## src/hdl/gvb_pkg.sv

```systemverilog
// Package for the vendor object attribute bank: address map, codes, reset values.
// Assumes a single 20 MHz clock and a 32-bit AXI4-Lite register bus.
package gvb_pkg;

  // ----------------------------------------
  // Address layout: byte address = {instance, attribute, 2'b00}
  // ----------------------------------------
  localparam int unsigned ADDR_W      = 11;
  localparam int unsigned ATTR_LSB    = 2;
  localparam int unsigned INST_LSB    = 8;

  localparam logic [2:0] INST_CLASS   = 3'h0;
  localparam logic [2:0] INST_TO_PLC  = 3'h1;
  localparam logic [2:0] INST_CRC     = 3'h2;
  localparam logic [2:0] INST_STATE   = 3'h3;
  localparam logic [2:0] INST_ADDL    = 3'h4;
  localparam logic [2:0] INST_MODE    = 3'h5;
  localparam logic [2:0] INST_ERRHIST = 3'h6;
  localparam logic [2:0] INST_FROM_PLC = 3'h7;

  // ----------------------------------------
  // Class attributes
  // ----------------------------------------
  localparam logic [5:0] CA_REVISION  = 6'h01;
  localparam logic [5:0] CA_MAX_INST  = 6'h02;
  localparam logic [5:0] CA_NUM_INST  = 6'h03;
  localparam logic [5:0] CA_SERVICES  = 6'h05;
  localparam logic [5:0] CA_MAX_CATTR = 6'h06;
  localparam logic [5:0] CA_MAX_IATTR = 6'h07;
  localparam logic [5:0] CA_SERVICES3 = 6'h15;
  localparam logic [5:0] CA_IRQ_STS   = 6'h20;
  localparam logic [5:0] CA_IRQ_MASK  = 6'h21;

  localparam logic [15:0] CLASS_REVISION = 16'h0001;
  localparam logic [15:0] CLASS_MAX_INST = 16'h0004;
  localparam logic [15:0] CLASS_NUM_INST = 16'h0004;
  localparam logic [15:0] SVC_CODE_0     = 16'h0002;
  localparam logic [15:0] SVC_CODE_1     = 16'h004C;
  localparam logic [15:0] SVC_CODE_2     = 16'h004D;
  localparam logic [15:0] CLASS_MAX_CATTR = 16'h0007;
  localparam logic [15:0] CLASS_MAX_IATTR = 16'h003C;

  // ----------------------------------------
  // Sizes and attribute ranges
  // ----------------------------------------
  localparam int unsigned IO_BYTES    = 50;
  localparam int unsigned STATE_BYTES = 60;
  localparam int unsigned ERR_DEPTH   = 5;
  localparam int unsigned CRC_LAST_ATTR = 8;

  // ----------------------------------------
  // System mode codes
  // ----------------------------------------
  localparam logic [7:0] MODE_INIT     = 8'h01;
  localparam logic [7:0] MODE_CFG_REQ  = 8'h02;
  localparam logic [7:0] MODE_CFG_LOAD = 8'h03;
  localparam logic [7:0] MODE_IDLE     = 8'h04;
  localparam logic [7:0] MODE_RUN      = 8'h05;
  localparam logic [7:0] MODE_CRIT_ERR = 8'h07;
  localparam logic [7:0] MODE_FORCE    = 8'h15;

  // ----------------------------------------
  // Interrupt status bits and bus answers
  // ----------------------------------------
  localparam int unsigned IRQ_W        = 4;
  localparam int unsigned IRQ_ERR_NEW  = 0;
  localparam int unsigned IRQ_ERR_CLR  = 1;
  localparam int unsigned IRQ_PLC_WR   = 2;
  localparam int unsigned IRQ_BUS_ERR  = 3;
  localparam logic [IRQ_W-1:0] IRQ_MASK_RST = 4'h0;

  localparam logic [1:0] RESP_OKAY   = 2'h0;
  localparam logic [1:0] RESP_SLVERR = 2'h2;

  // Controller state byte 0, 1 = OK, 0 = fault
  typedef struct packed {
    logic second_supply_two;
    logic fast_shutoff;
    logic second_supply_one;
    logic config_ok;
    logic main_supply_pair;
    logic ext_module;
    logic int_module;
  } gvb_state0_t;

  // Answer of the attribute decoder
  typedef struct packed {
    logic        err;
    logic [31:0] data;
  } gvb_rd_t;

endpackage

```

## src/hdl/gvb_bank.sv

```systemverilog
// Vendor object attribute bank with an AXI4-Lite slave and an interrupt output.
// Assumes controller-side inputs are on core_clk_i; one write and one read at a time.
`timescale 1ns/1ps
`default_nettype none

module gvb_bank (
  input  wire logic                      core_clk_i,
  input  wire logic                      rst_i,
  // AXI4-Lite slave
  input  wire logic [gvb_pkg::ADDR_W-1:0] s_axi_awaddr_i,
  input  wire logic                      s_axi_awvalid_i,
  output logic                           s_axi_awready_o,
  input  wire logic [31:0]               s_axi_wdata_i,
  input  wire logic [3:0]                s_axi_wstrb_i,
  input  wire logic                      s_axi_wvalid_i,
  output logic                           s_axi_wready_o,
  output logic [1:0]                     s_axi_bresp_o,
  output logic                           s_axi_bvalid_o,
  input  wire logic                      s_axi_bready_i,
  input  wire logic [gvb_pkg::ADDR_W-1:0] s_axi_araddr_i,
  input  wire logic                      s_axi_arvalid_i,
  output logic                           s_axi_arready_o,
  output logic [31:0]                    s_axi_rdata_o,
  output logic [1:0]                     s_axi_rresp_o,
  output logic                           s_axi_rvalid_o,
  input  wire logic                      s_axi_rready_i,
  // Controller logic side
  input  wire logic [49:0][7:0]          logic_to_plc_i,
  input  wire logic [31:0]               project_checksum_i,
  input  wire gvb_pkg::gvb_state0_t      state0_i,
  input  wire logic [59:1][7:0]          state_bytes_i,
  input  wire logic [7:0]                system_mode_i,
  input  wire logic                      err_evt_i,
  input  wire logic [31:0]               err_code_i,
  input  wire logic                      asm_wr_i,
  input  wire logic [5:0]                asm_wr_idx_i,
  input  wire logic [7:0]                asm_wr_data_i,
  output logic [49:0][7:0]               plc_to_logic_o,
  output logic [7:0]                     system_mode_o,
  output logic                           irq_o
);

  // ----------------------------------------
  // Storage
  // ----------------------------------------
  logic [49:0][7:0]                        plc_bytes_q;
  logic [gvb_pkg::ERR_DEPTH-1:0][31:0]     err_hist_q;
  logic [7:0]                              mode_q;
  logic [gvb_pkg::IRQ_W-1:0]               irq_sts_q;
  logic [gvb_pkg::IRQ_W-1:0]               irq_mask_q;
  logic                                    irq_q;

  // Write channel state
  logic                                    awready_q;
  logic                                    wready_q;
  logic                                    aw_full_q;
  logic                                    w_full_q;
  logic [gvb_pkg::ADDR_W-1:0]              awaddr_q;
  logic [31:0]                             wdata_q;
  logic [3:0]                              wstrb_q;
  logic                                    bvalid_q;
  logic [1:0]                              bresp_q;

  // Read channel state
  logic                                    arready_q;
  logic                                    rvalid_q;
  logic [31:0]                             rdata_q;
  logic [1:0]                              rresp_q;

  // ----------------------------------------
  // Read decode
  // ----------------------------------------
  gvb_pkg::gvb_rd_t rd;
  logic [2:0]       rd_inst;
  logic [5:0]       rd_attr;
  logic [7:0]       state0_byte;

  assign rd_inst = s_axi_araddr_i[gvb_pkg::INST_LSB +: 3];
  assign rd_attr = s_axi_araddr_i[gvb_pkg::ATTR_LSB +: 6];
  assign state0_byte = {state0_i, 1'b1};

  always_comb begin
    rd.err  = 1'b0;
    rd.data = 32'h0000_0000;
    case (rd_inst)
      gvb_pkg::INST_CLASS: begin
        case (rd_attr)
          gvb_pkg::CA_REVISION:  rd.data = {16'h0000, gvb_pkg::CLASS_REVISION};
          gvb_pkg::CA_MAX_INST:  rd.data = {16'h0000, gvb_pkg::CLASS_MAX_INST};
          gvb_pkg::CA_NUM_INST:  rd.data = {16'h0000, gvb_pkg::CLASS_NUM_INST};
          gvb_pkg::CA_SERVICES:  rd.data = {gvb_pkg::SVC_CODE_1, gvb_pkg::SVC_CODE_0};
          gvb_pkg::CA_SERVICES3: rd.data = {16'h0000, gvb_pkg::SVC_CODE_2};
          gvb_pkg::CA_MAX_CATTR: rd.data = {16'h0000, gvb_pkg::CLASS_MAX_CATTR};
          gvb_pkg::CA_MAX_IATTR: rd.data = {16'h0000, gvb_pkg::CLASS_MAX_IATTR};
          gvb_pkg::CA_IRQ_STS:   rd.data = {28'h0000000, irq_sts_q};
          gvb_pkg::CA_IRQ_MASK:  rd.data = {28'h0000000, irq_mask_q};
          default:               rd.err  = 1'b1;
        endcase
      end
      gvb_pkg::INST_TO_PLC: begin
        if (rd_attr >= 6'h01 && rd_attr <= 6'(gvb_pkg::IO_BYTES)) begin
          rd.data = {24'h000000, logic_to_plc_i[rd_attr - 6'h01]};
        end else begin
          rd.err = 1'b1;
        end
      end
      gvb_pkg::INST_CRC: begin
        if (rd_attr == 6'h01) begin
          rd.data = project_checksum_i;
        end else if (rd_attr > 6'h01 && rd_attr <= 6'(gvb_pkg::CRC_LAST_ATTR)) begin
          rd.data = 32'h0000_0000;
        end else begin
          rd.err = 1'b1;
        end
      end
      gvb_pkg::INST_STATE: begin
        if (rd_attr == 6'h01) begin
          rd.data = {24'h000000, state0_byte};
        end else if (rd_attr > 6'h01 && rd_attr <= 6'(gvb_pkg::STATE_BYTES)) begin
          rd.data = {24'h000000, state_bytes_i[rd_attr - 6'h01]};
        end else begin
          rd.err = 1'b1;
        end
      end
      gvb_pkg::INST_ADDL: begin
        if (rd_attr >= 6'h01 && rd_attr <= 6'(gvb_pkg::STATE_BYTES)) begin
          rd.data = 32'h0000_0000;
        end else begin
          rd.err = 1'b1;
        end
      end
      gvb_pkg::INST_MODE: begin
        if (rd_attr == 6'h01) begin
          rd.data = {24'h000000, mode_q};
        end else begin
          rd.err = 1'b1;
        end
      end
      gvb_pkg::INST_ERRHIST: begin
        if (rd_attr >= 6'h01 && rd_attr <= 6'(gvb_pkg::ERR_DEPTH)) begin
          rd.data = err_hist_q[3'(rd_attr - 6'h01)];
        end else begin
          rd.err = 1'b1;
        end
      end
      gvb_pkg::INST_FROM_PLC: begin
        if (rd_attr >= 6'h01 && rd_attr <= 6'(gvb_pkg::IO_BYTES)) begin
          rd.data = {24'h000000, plc_bytes_q[rd_attr - 6'h01]};
        end else begin
          rd.err = 1'b1;
        end
      end
      default: rd.err = 1'b1;
    endcase
  end

  // ----------------------------------------
  // Write decode
  // ----------------------------------------
  logic       do_wr;
  logic [2:0] wr_inst;
  logic [5:0] wr_attr;
  logic       wr_err;
  logic       wr_plc;
  logic       wr_clr;
  logic       wr_sts;
  logic       wr_mask;

  assign do_wr   = aw_full_q && w_full_q && !bvalid_q;
  assign wr_inst = awaddr_q[gvb_pkg::INST_LSB +: 3];
  assign wr_attr = awaddr_q[gvb_pkg::ATTR_LSB +: 6];

  always_comb begin
    wr_err  = 1'b0;
    wr_plc  = 1'b0;
    wr_clr  = 1'b0;
    wr_sts  = 1'b0;
    wr_mask = 1'b0;
    if (wr_inst == gvb_pkg::INST_FROM_PLC && wr_attr >= 6'h01
        && wr_attr <= 6'(gvb_pkg::IO_BYTES)) begin
      wr_plc = wstrb_q[0];
    end else if (wr_inst == gvb_pkg::INST_ERRHIST && wr_attr == 6'h01
                 && wdata_q == 32'h0000_0000 && wstrb_q == 4'hF) begin
      wr_clr = 1'b1;
    end else if (wr_inst == gvb_pkg::INST_CLASS && wr_attr == gvb_pkg::CA_IRQ_STS) begin
      wr_sts = 1'b1;
    end else if (wr_inst == gvb_pkg::INST_CLASS && wr_attr == gvb_pkg::CA_IRQ_MASK) begin
      wr_mask = 1'b1;
    end else begin
      wr_err = 1'b1;
    end
  end

  // ----------------------------------------
  // AXI4-Lite write channel
  // ----------------------------------------
  always_ff @(posedge core_clk_i or posedge rst_i) begin
    if (rst_i) begin
      awready_q <= 1'b1;
      wready_q  <= 1'b1;
      aw_full_q <= 1'b0;
      w_full_q  <= 1'b0;
      awaddr_q  <= '0;
      wdata_q   <= 32'h0000_0000;
      wstrb_q   <= 4'h0;
      bvalid_q  <= 1'b0;
      bresp_q   <= gvb_pkg::RESP_OKAY;
    end else begin
      if (s_axi_awvalid_i && awready_q) begin
        aw_full_q <= 1'b1;
        awaddr_q  <= s_axi_awaddr_i;
        awready_q <= 1'b0;
      end
      if (s_axi_wvalid_i && wready_q) begin
        w_full_q <= 1'b1;
        wdata_q  <= s_axi_wdata_i;
        wstrb_q  <= s_axi_wstrb_i;
        wready_q <= 1'b0;
      end
      if (do_wr) begin
        aw_full_q <= 1'b0;
        w_full_q  <= 1'b0;
        bvalid_q  <= 1'b1;
        bresp_q   <= wr_err ? gvb_pkg::RESP_SLVERR : gvb_pkg::RESP_OKAY;
      end
      if (bvalid_q && s_axi_bready_i) begin
        bvalid_q  <= 1'b0;
        awready_q <= 1'b1;
        wready_q  <= 1'b1;
      end
    end
  end

  // ----------------------------------------
  // AXI4-Lite read channel
  // ----------------------------------------
  always_ff @(posedge core_clk_i or posedge rst_i) begin
    if (rst_i) begin
      arready_q <= 1'b1;
      rvalid_q  <= 1'b0;
      rdata_q   <= 32'h0000_0000;
      rresp_q   <= gvb_pkg::RESP_OKAY;
    end else begin
      if (s_axi_arvalid_i && arready_q) begin
        arready_q <= 1'b0;
        rvalid_q  <= 1'b1;
        rdata_q   <= rd.err ? 32'h0000_0000 : rd.data;
        rresp_q   <= rd.err ? gvb_pkg::RESP_SLVERR : gvb_pkg::RESP_OKAY;
      end else if (rvalid_q && s_axi_rready_i) begin
        rvalid_q  <= 1'b0;
        arready_q <= 1'b1;
      end
    end
  end

  // ----------------------------------------
  // PLC-to-logic bytes, shared with the assembly port
  // ----------------------------------------
  genvar gi;
  generate
    for (gi = 0; gi < gvb_pkg::IO_BYTES; gi++) begin : g_plc
      always_ff @(posedge core_clk_i or posedge rst_i) begin
        if (rst_i) begin
          plc_bytes_q[gi] <= 8'h00;
        end else if (do_wr && wr_plc && wr_attr == 6'(gi + 1)) begin
          plc_bytes_q[gi] <= wdata_q[7:0];
        end else if (asm_wr_i && asm_wr_idx_i == 6'(gi)) begin
          plc_bytes_q[gi] <= asm_wr_data_i;
        end
      end
    end
  endgenerate

  // ----------------------------------------
  // Error history
  // ----------------------------------------
  logic err_push;
  assign err_push = err_evt_i && err_code_i != 32'h0000_0000;

  always_ff @(posedge core_clk_i or posedge rst_i) begin
    if (rst_i) begin
      err_hist_q <= '0;
    end else if (err_push) begin
      // A clear in the same cycle drops old entries, the new one survives
      err_hist_q[0] <= err_code_i;
      for (int i = 1; i < gvb_pkg::ERR_DEPTH; i++) begin
        err_hist_q[i] <= (do_wr && wr_clr) ? 32'h0000_0000 : err_hist_q[i-1];
      end
    end else if (do_wr && wr_clr) begin
      err_hist_q <= '0;
    end
  end

  // ----------------------------------------
  // System mode
  // ----------------------------------------
  always_ff @(posedge core_clk_i or posedge rst_i) begin
    if (rst_i) begin
      mode_q <= gvb_pkg::MODE_INIT;
    end else begin
      case (system_mode_i)
        gvb_pkg::MODE_INIT, gvb_pkg::MODE_CFG_REQ, gvb_pkg::MODE_CFG_LOAD,
        gvb_pkg::MODE_IDLE, gvb_pkg::MODE_RUN, gvb_pkg::MODE_CRIT_ERR,
        gvb_pkg::MODE_FORCE: mode_q <= system_mode_i;
        default:             mode_q <= mode_q;
      endcase
    end
  end

  // ----------------------------------------
  // Interrupts
  // ----------------------------------------
  logic [gvb_pkg::IRQ_W-1:0] irq_evt;
  always_comb begin
    irq_evt = '0;
    irq_evt[gvb_pkg::IRQ_ERR_NEW] = err_push;
    irq_evt[gvb_pkg::IRQ_ERR_CLR] = do_wr && wr_clr;
    irq_evt[gvb_pkg::IRQ_PLC_WR]  = do_wr && wr_plc;
    irq_evt[gvb_pkg::IRQ_BUS_ERR] = (do_wr && wr_err) || (s_axi_arvalid_i && arready_q && rd.err);
  end

  always_ff @(posedge core_clk_i or posedge rst_i) begin
    if (rst_i) begin
      irq_sts_q  <= '0;
      irq_mask_q <= gvb_pkg::IRQ_MASK_RST;
      irq_q      <= 1'b0;
    end else begin
      if (do_wr && wr_sts) begin
        irq_sts_q <= (irq_sts_q & ~wdata_q[gvb_pkg::IRQ_W-1:0]) | irq_evt;
      end else begin
        irq_sts_q <= irq_sts_q | irq_evt;
      end
      if (do_wr && wr_mask) begin
        irq_mask_q <= wdata_q[gvb_pkg::IRQ_W-1:0];
      end
      irq_q <= |(irq_sts_q & irq_mask_q);
    end
  end

  // ----------------------------------------
  // Outputs
  // ----------------------------------------
  assign s_axi_awready_o = awready_q;
  assign s_axi_wready_o  = wready_q;
  assign s_axi_bvalid_o  = bvalid_q;
  assign s_axi_bresp_o   = bresp_q;
  assign s_axi_arready_o = arready_q;
  assign s_axi_rvalid_o  = rvalid_q;
  assign s_axi_rdata_o   = rdata_q;
  assign s_axi_rresp_o   = rresp_q;
  assign plc_to_logic_o  = plc_bytes_q;
  assign system_mode_o   = mode_q;
  assign irq_o           = irq_q;

endmodule // gvb_bank

`default_nettype wire

```

## config.mk

```make
export PLATFORM = sky130hd
export DESIGN_NAME = gvb_bank
export DESIGN_NICKNAME = d
export VERILOG_FILES = /design/src/hdl/gvb_pkg.sv /design/src/hdl/gvb_bank.sv
export SDC_FILE = /design/constraint.sdc
export NUM_CORES = 2
export LEC_CHECK = 0
export BUFFER_PORTS_ARGS = -buffer_cell sky130_fd_sc_hd__clkbuf_2
export CORE_AREA = 5 5 572 574
export CTS_CLUSTER_DIAMETER = 40
export DETAILED_ROUTE_END_ITERATION = 7
export DIE_AREA = 0 0 577 579
export PLACE_DENSITY_LB_ADDON = 0.2
export SLEW_MARGIN = 20
export SYNTH_ARGS = -nofsm -noshare
export SYNTH_HDL_FRONTEND = slang
export SYNTH_SLANG_ARGS = --single-unit
```

## constraint.sdc

```tcl
create_clock -name core_clk_i -period 27.7 [get_ports core_clk_i]
set_input_delay 2.77 -clock core_clk_i [delete_from_list [all_inputs] [get_ports core_clk_i]]
set_output_delay 2.77 -clock core_clk_i [all_outputs]
set_load 0.05 [all_outputs]
```

==> flow_metrics.env <==
export IMPL_synth_top_area_cell="dfrtp_1"
export IMPL_p_int_mw=3.072
export IMPL_worstSkewPairLatency_ps=880
export IMPL_fin_util_pct=18.80
export IMPL_dp_slack_ps=18450
export IMPL_synthFlopType="dfrtp_1"
export IMPL_finalSetupViolCount=0
export IMPL_hold_path_class="reg -> reg"
export IMPL_synthSimpleGateAreaFrac_pct=12.18
export IMPL_setup_tns_ps=0
export IMPL_final_cells=9874
export IMPL_async_reset_ff_share_pct=100.0
export IMPL_cts_max_level=4
export IMPL_power_switching_mw=2.017
export IMPL_vias=40770
export IMPL_post_cts_repair_setup_buffers=0
export IMPL_io_pins=1482
export IMPL_sequentialPowerShare_pct=27.4
export IMPL_grt_usage_pct=17.67
export IMPL_die_w_um=577
export IMPL_swShare_pct=39.63
export IMPL_synth_compound_area_share_pct=11.29
export IMPL_final_area_um2=60570
export IMPL_root_buffer="clkbuf_16"
export IMPL_netlist_top_cells_count="nand2_1 (669), dfrtp_1 (659), a21oi_1 (454)"
export IMPL_critical_path_buf_inv_count=5
export IMPL_initialDrtViolationCount=3070
export IMPL_viasPerCell=4.129
export IMPL_finalNetCount=6415
export IMPL_synth_top_area_share_pct=39.50
export IMPL_syn_area_um2=41750
export IMPL_dieArea_um2=334100
export IMPL_routed_wl_um=310300
export IMPL_skew_ps=113.5
export IMPL_comb_power_share_pct=29.7
export IMPL_postRouteAntennaNets=0
export IMPL_slew_headroom_pct=20.47
export IMPL_min_period_ps=8287
export IMPL_synth_seq_cells=663
export IMPL_leakage_nw=25.89
export IMPL_syn2layout_area_growth_pct=45.11
export IMPL_p_clk_share_pct=43.0
export IMPL_first_global_vias=41340
export IMPL_place_congestion=0.9494
export IMPL_synth_edf_count=0
export IMPL_fmax_ghz=0.1207
export IMPL_crit_arrival_ps=8900
export IMPL_numCtsBuffers=181
export IMPL_clkTransAtPathRegs_ps=40
export IMPL_overflow=0
export IMPL_wire_per_inst_um=31.43
export IMPL_fin_ws_ps=19410
export IMPL_crit_top_cell="buf_4"
export IMPL_nFillCells=35840
export IMPL_postCtsHoldBufs=0
export IMPL_synth_xor_area_share_pct=0.1259
export IMPL_cts_tree="yes"
export IMPL_worstPathMaxFanout=38
export IMPL_synth_cell_types=79
export IMPL_synth_area_leaders="dfrtp_1 (40%), mux4_2 (20%), mux2i_1 (11%), nand2_1 (6.0%), a21oi_1 (5.4%)"
export IMPL_dp_hpwl_um=246600
export IMPL_yosys_warnings=0
export IMPL_peakVddDrop_mv=0.1046
export IMPL_netlist_instances=4006
export IMPL_clock_sinks=663
export IMPL_grt_pass1_wl_um=401700
export IMPL_cp_start_kind="input pin"
export IMPL_critPathKind="in -> reg"
export IMPL_crit_chain="buf_8, buf_4, buf_4, buf_4, buf_4, mux4_2, mux4_2, o22ai_1, nor3_1, nor3_1, o221ai_1"
export IMPL_die_y_um=579
export IMPL_power_density_nw_per_um2=84.01
export IMPL_whs_ps=479.6
export IMPL_start_util_pct=12.96
export IMPL_cts_resized=0
export IMPL_synth_fa_ha_area_share_pct=0.1499
export IMPL_layout_drive_gt1_share_pct=43.39
export IMPL_placed_area_um2=54180
export IMPL_run_status="finished clean"
export IMPL_yosysMostFrequentCell="nand2_1"
export IMPL_drtPass1Iterations=8
export IMPL_rows=209
export IMPL_synth_area_mux_share_pct=32.71
export IMPL_maxCapViolCount=0
export IMPL_yosysSeqAreaShare_pct=39.76
export IMPL_cts_buffer_depth=4
export IMPL_power_mw=5.089
export IMPL_syn_area_per_cell_um2=10.42
export IMPL_drc=0
export IMPL_fin_crit_sh_pct=29.92
export IMPL_worstPathRequired_ps=28320
export IMPL_drv_slew=0
export IMPL_cpLargestDelayFamily="buffers and inverters"
export IMPL_cpMaxStageDelayCell="nor3_1"
export IMPL_synth_top_family_by_area="multiplexers"
export IMPL_fp_coreArea_um2=322200
export IMPL_dpl_cell_count=9520
export IMPL_cp_end_kind="register"
export IMPL_hold_viol=0
export IMPL_grt_max_degree=172
export IMPL_worstMarginPinSlew_ps=1193
export IMPL_io_buffers=1475
export IMPL_rsz0062_at_grt="false"
export IMPL_antenna_found_initial=75
export IMPL_critPathMaxStageDelay_ps=770
==> cell families after synthesis <==
group | count (synthesis)
AO/OA/AOI/OAI | 835
XOR/XNOR | 6
adder cells (fa/ha/maj) | 5
buffers and inverters | 398
flip-flops | 663
multiplexers | 888
other | 1
AND/OR/NAND/NOR | 1210
==> worst register-to-register path, stage by stage (launching register included) <==
cell,delay [ps]
dfrtp_1,360
nand2b_1,450
nor3_1,270
buf_4,200
nand4_1,250
nor3_2,200
buf_4,250
nor3b_2,200
buf_4,500
buf_4,960
a21oi_1,140
==> flip-flops by register name, summed over array words and instances (netlist names), 4 cells and up <==
name	flops
plc_to_logic_o	400
err_hist_q	160
s_axi_rdata_o	32
wdata_q	32
awaddr_q	9
system_mode_o	8
irq_mask_q	4
irq_sts_q	4
wstrb_q	4
==> path summary, 6_finish.rpt <==
check	start	to	slack [ps]	cells past startpoint
setup / recovery	s_axi_araddr_i[2]	s_axi_rdata_o[4]	19410	11
hold / removal	s_axi_rdata_o[25]	s_axi_rdata_o[25]	480	2
setup reg to reg	awaddr_q[3]	err_hist_q[100]	23690	10
hold reg to reg	s_axi_rdata_o[25]	s_axi_rdata_o[25]	480	2
max in group asynchronous	rst_i	plc_to_logic_o[97]	22570	5
min in group asynchronous	rst_i	err_hist_q[4]	2030	2
==> placed cells by master, fill, tap and decap left out, drive strengths merged, types with 15 or more instances in the layout <==
cell,count
clkbuf,1717
nand2,670
dfrtp,659
a21oi,454
mux2i,445
mux4,374
nor2,292
o21ai,228
buf,106
mux2,69
nand3,54
nor3,53
clkinv,46
a22o,41
nor4,33
diode,25
bufinv,22
nand4,21
and2,18
inv,15
==> cell type report <==
type	instances	area (µm²)	area share [%]
Multi-Input combinational cell	2946	23890	39.44
Sequential cell	663	16620	27.43
Timing Repair Buffer	1574	8227	13.58
Tap cell	4325	5411	8.934
Clock buffer	249	5176	8.545
Clock inverter	80	1137	1.878
Antenna cell	25	62.56	0.1033
Inverter	12	52.55	0.08675
==> power groups by stage <==
stage / Combinational, mW / Sequential, mW / Clock, mW
after floorplan: 0.553 / 1.62 / 0
after global placement: 1.53 / 1.40 / 0
after detailed placement: 1.54 / 1.41 / 0
after CTS: 1.54 / 1.40 / 2.24
after global routing: 1.60 / 1.41 / 2.29
final: 1.51 / 1.39 / 2.19
==> metal layers <==
metal / vias up / routed length (µm) / global-route usage [%]
met5: - / 362 / 0
met4: 58 / 7038 / 3.943
met3: 344 / 30930 / 6.760
met2: 1860 / 145200 / 28.80
met1: 20910 / 126800 / 22.11
li1: 17600 / - / -
Note: power is estimated with default switching activity, not from simulation.
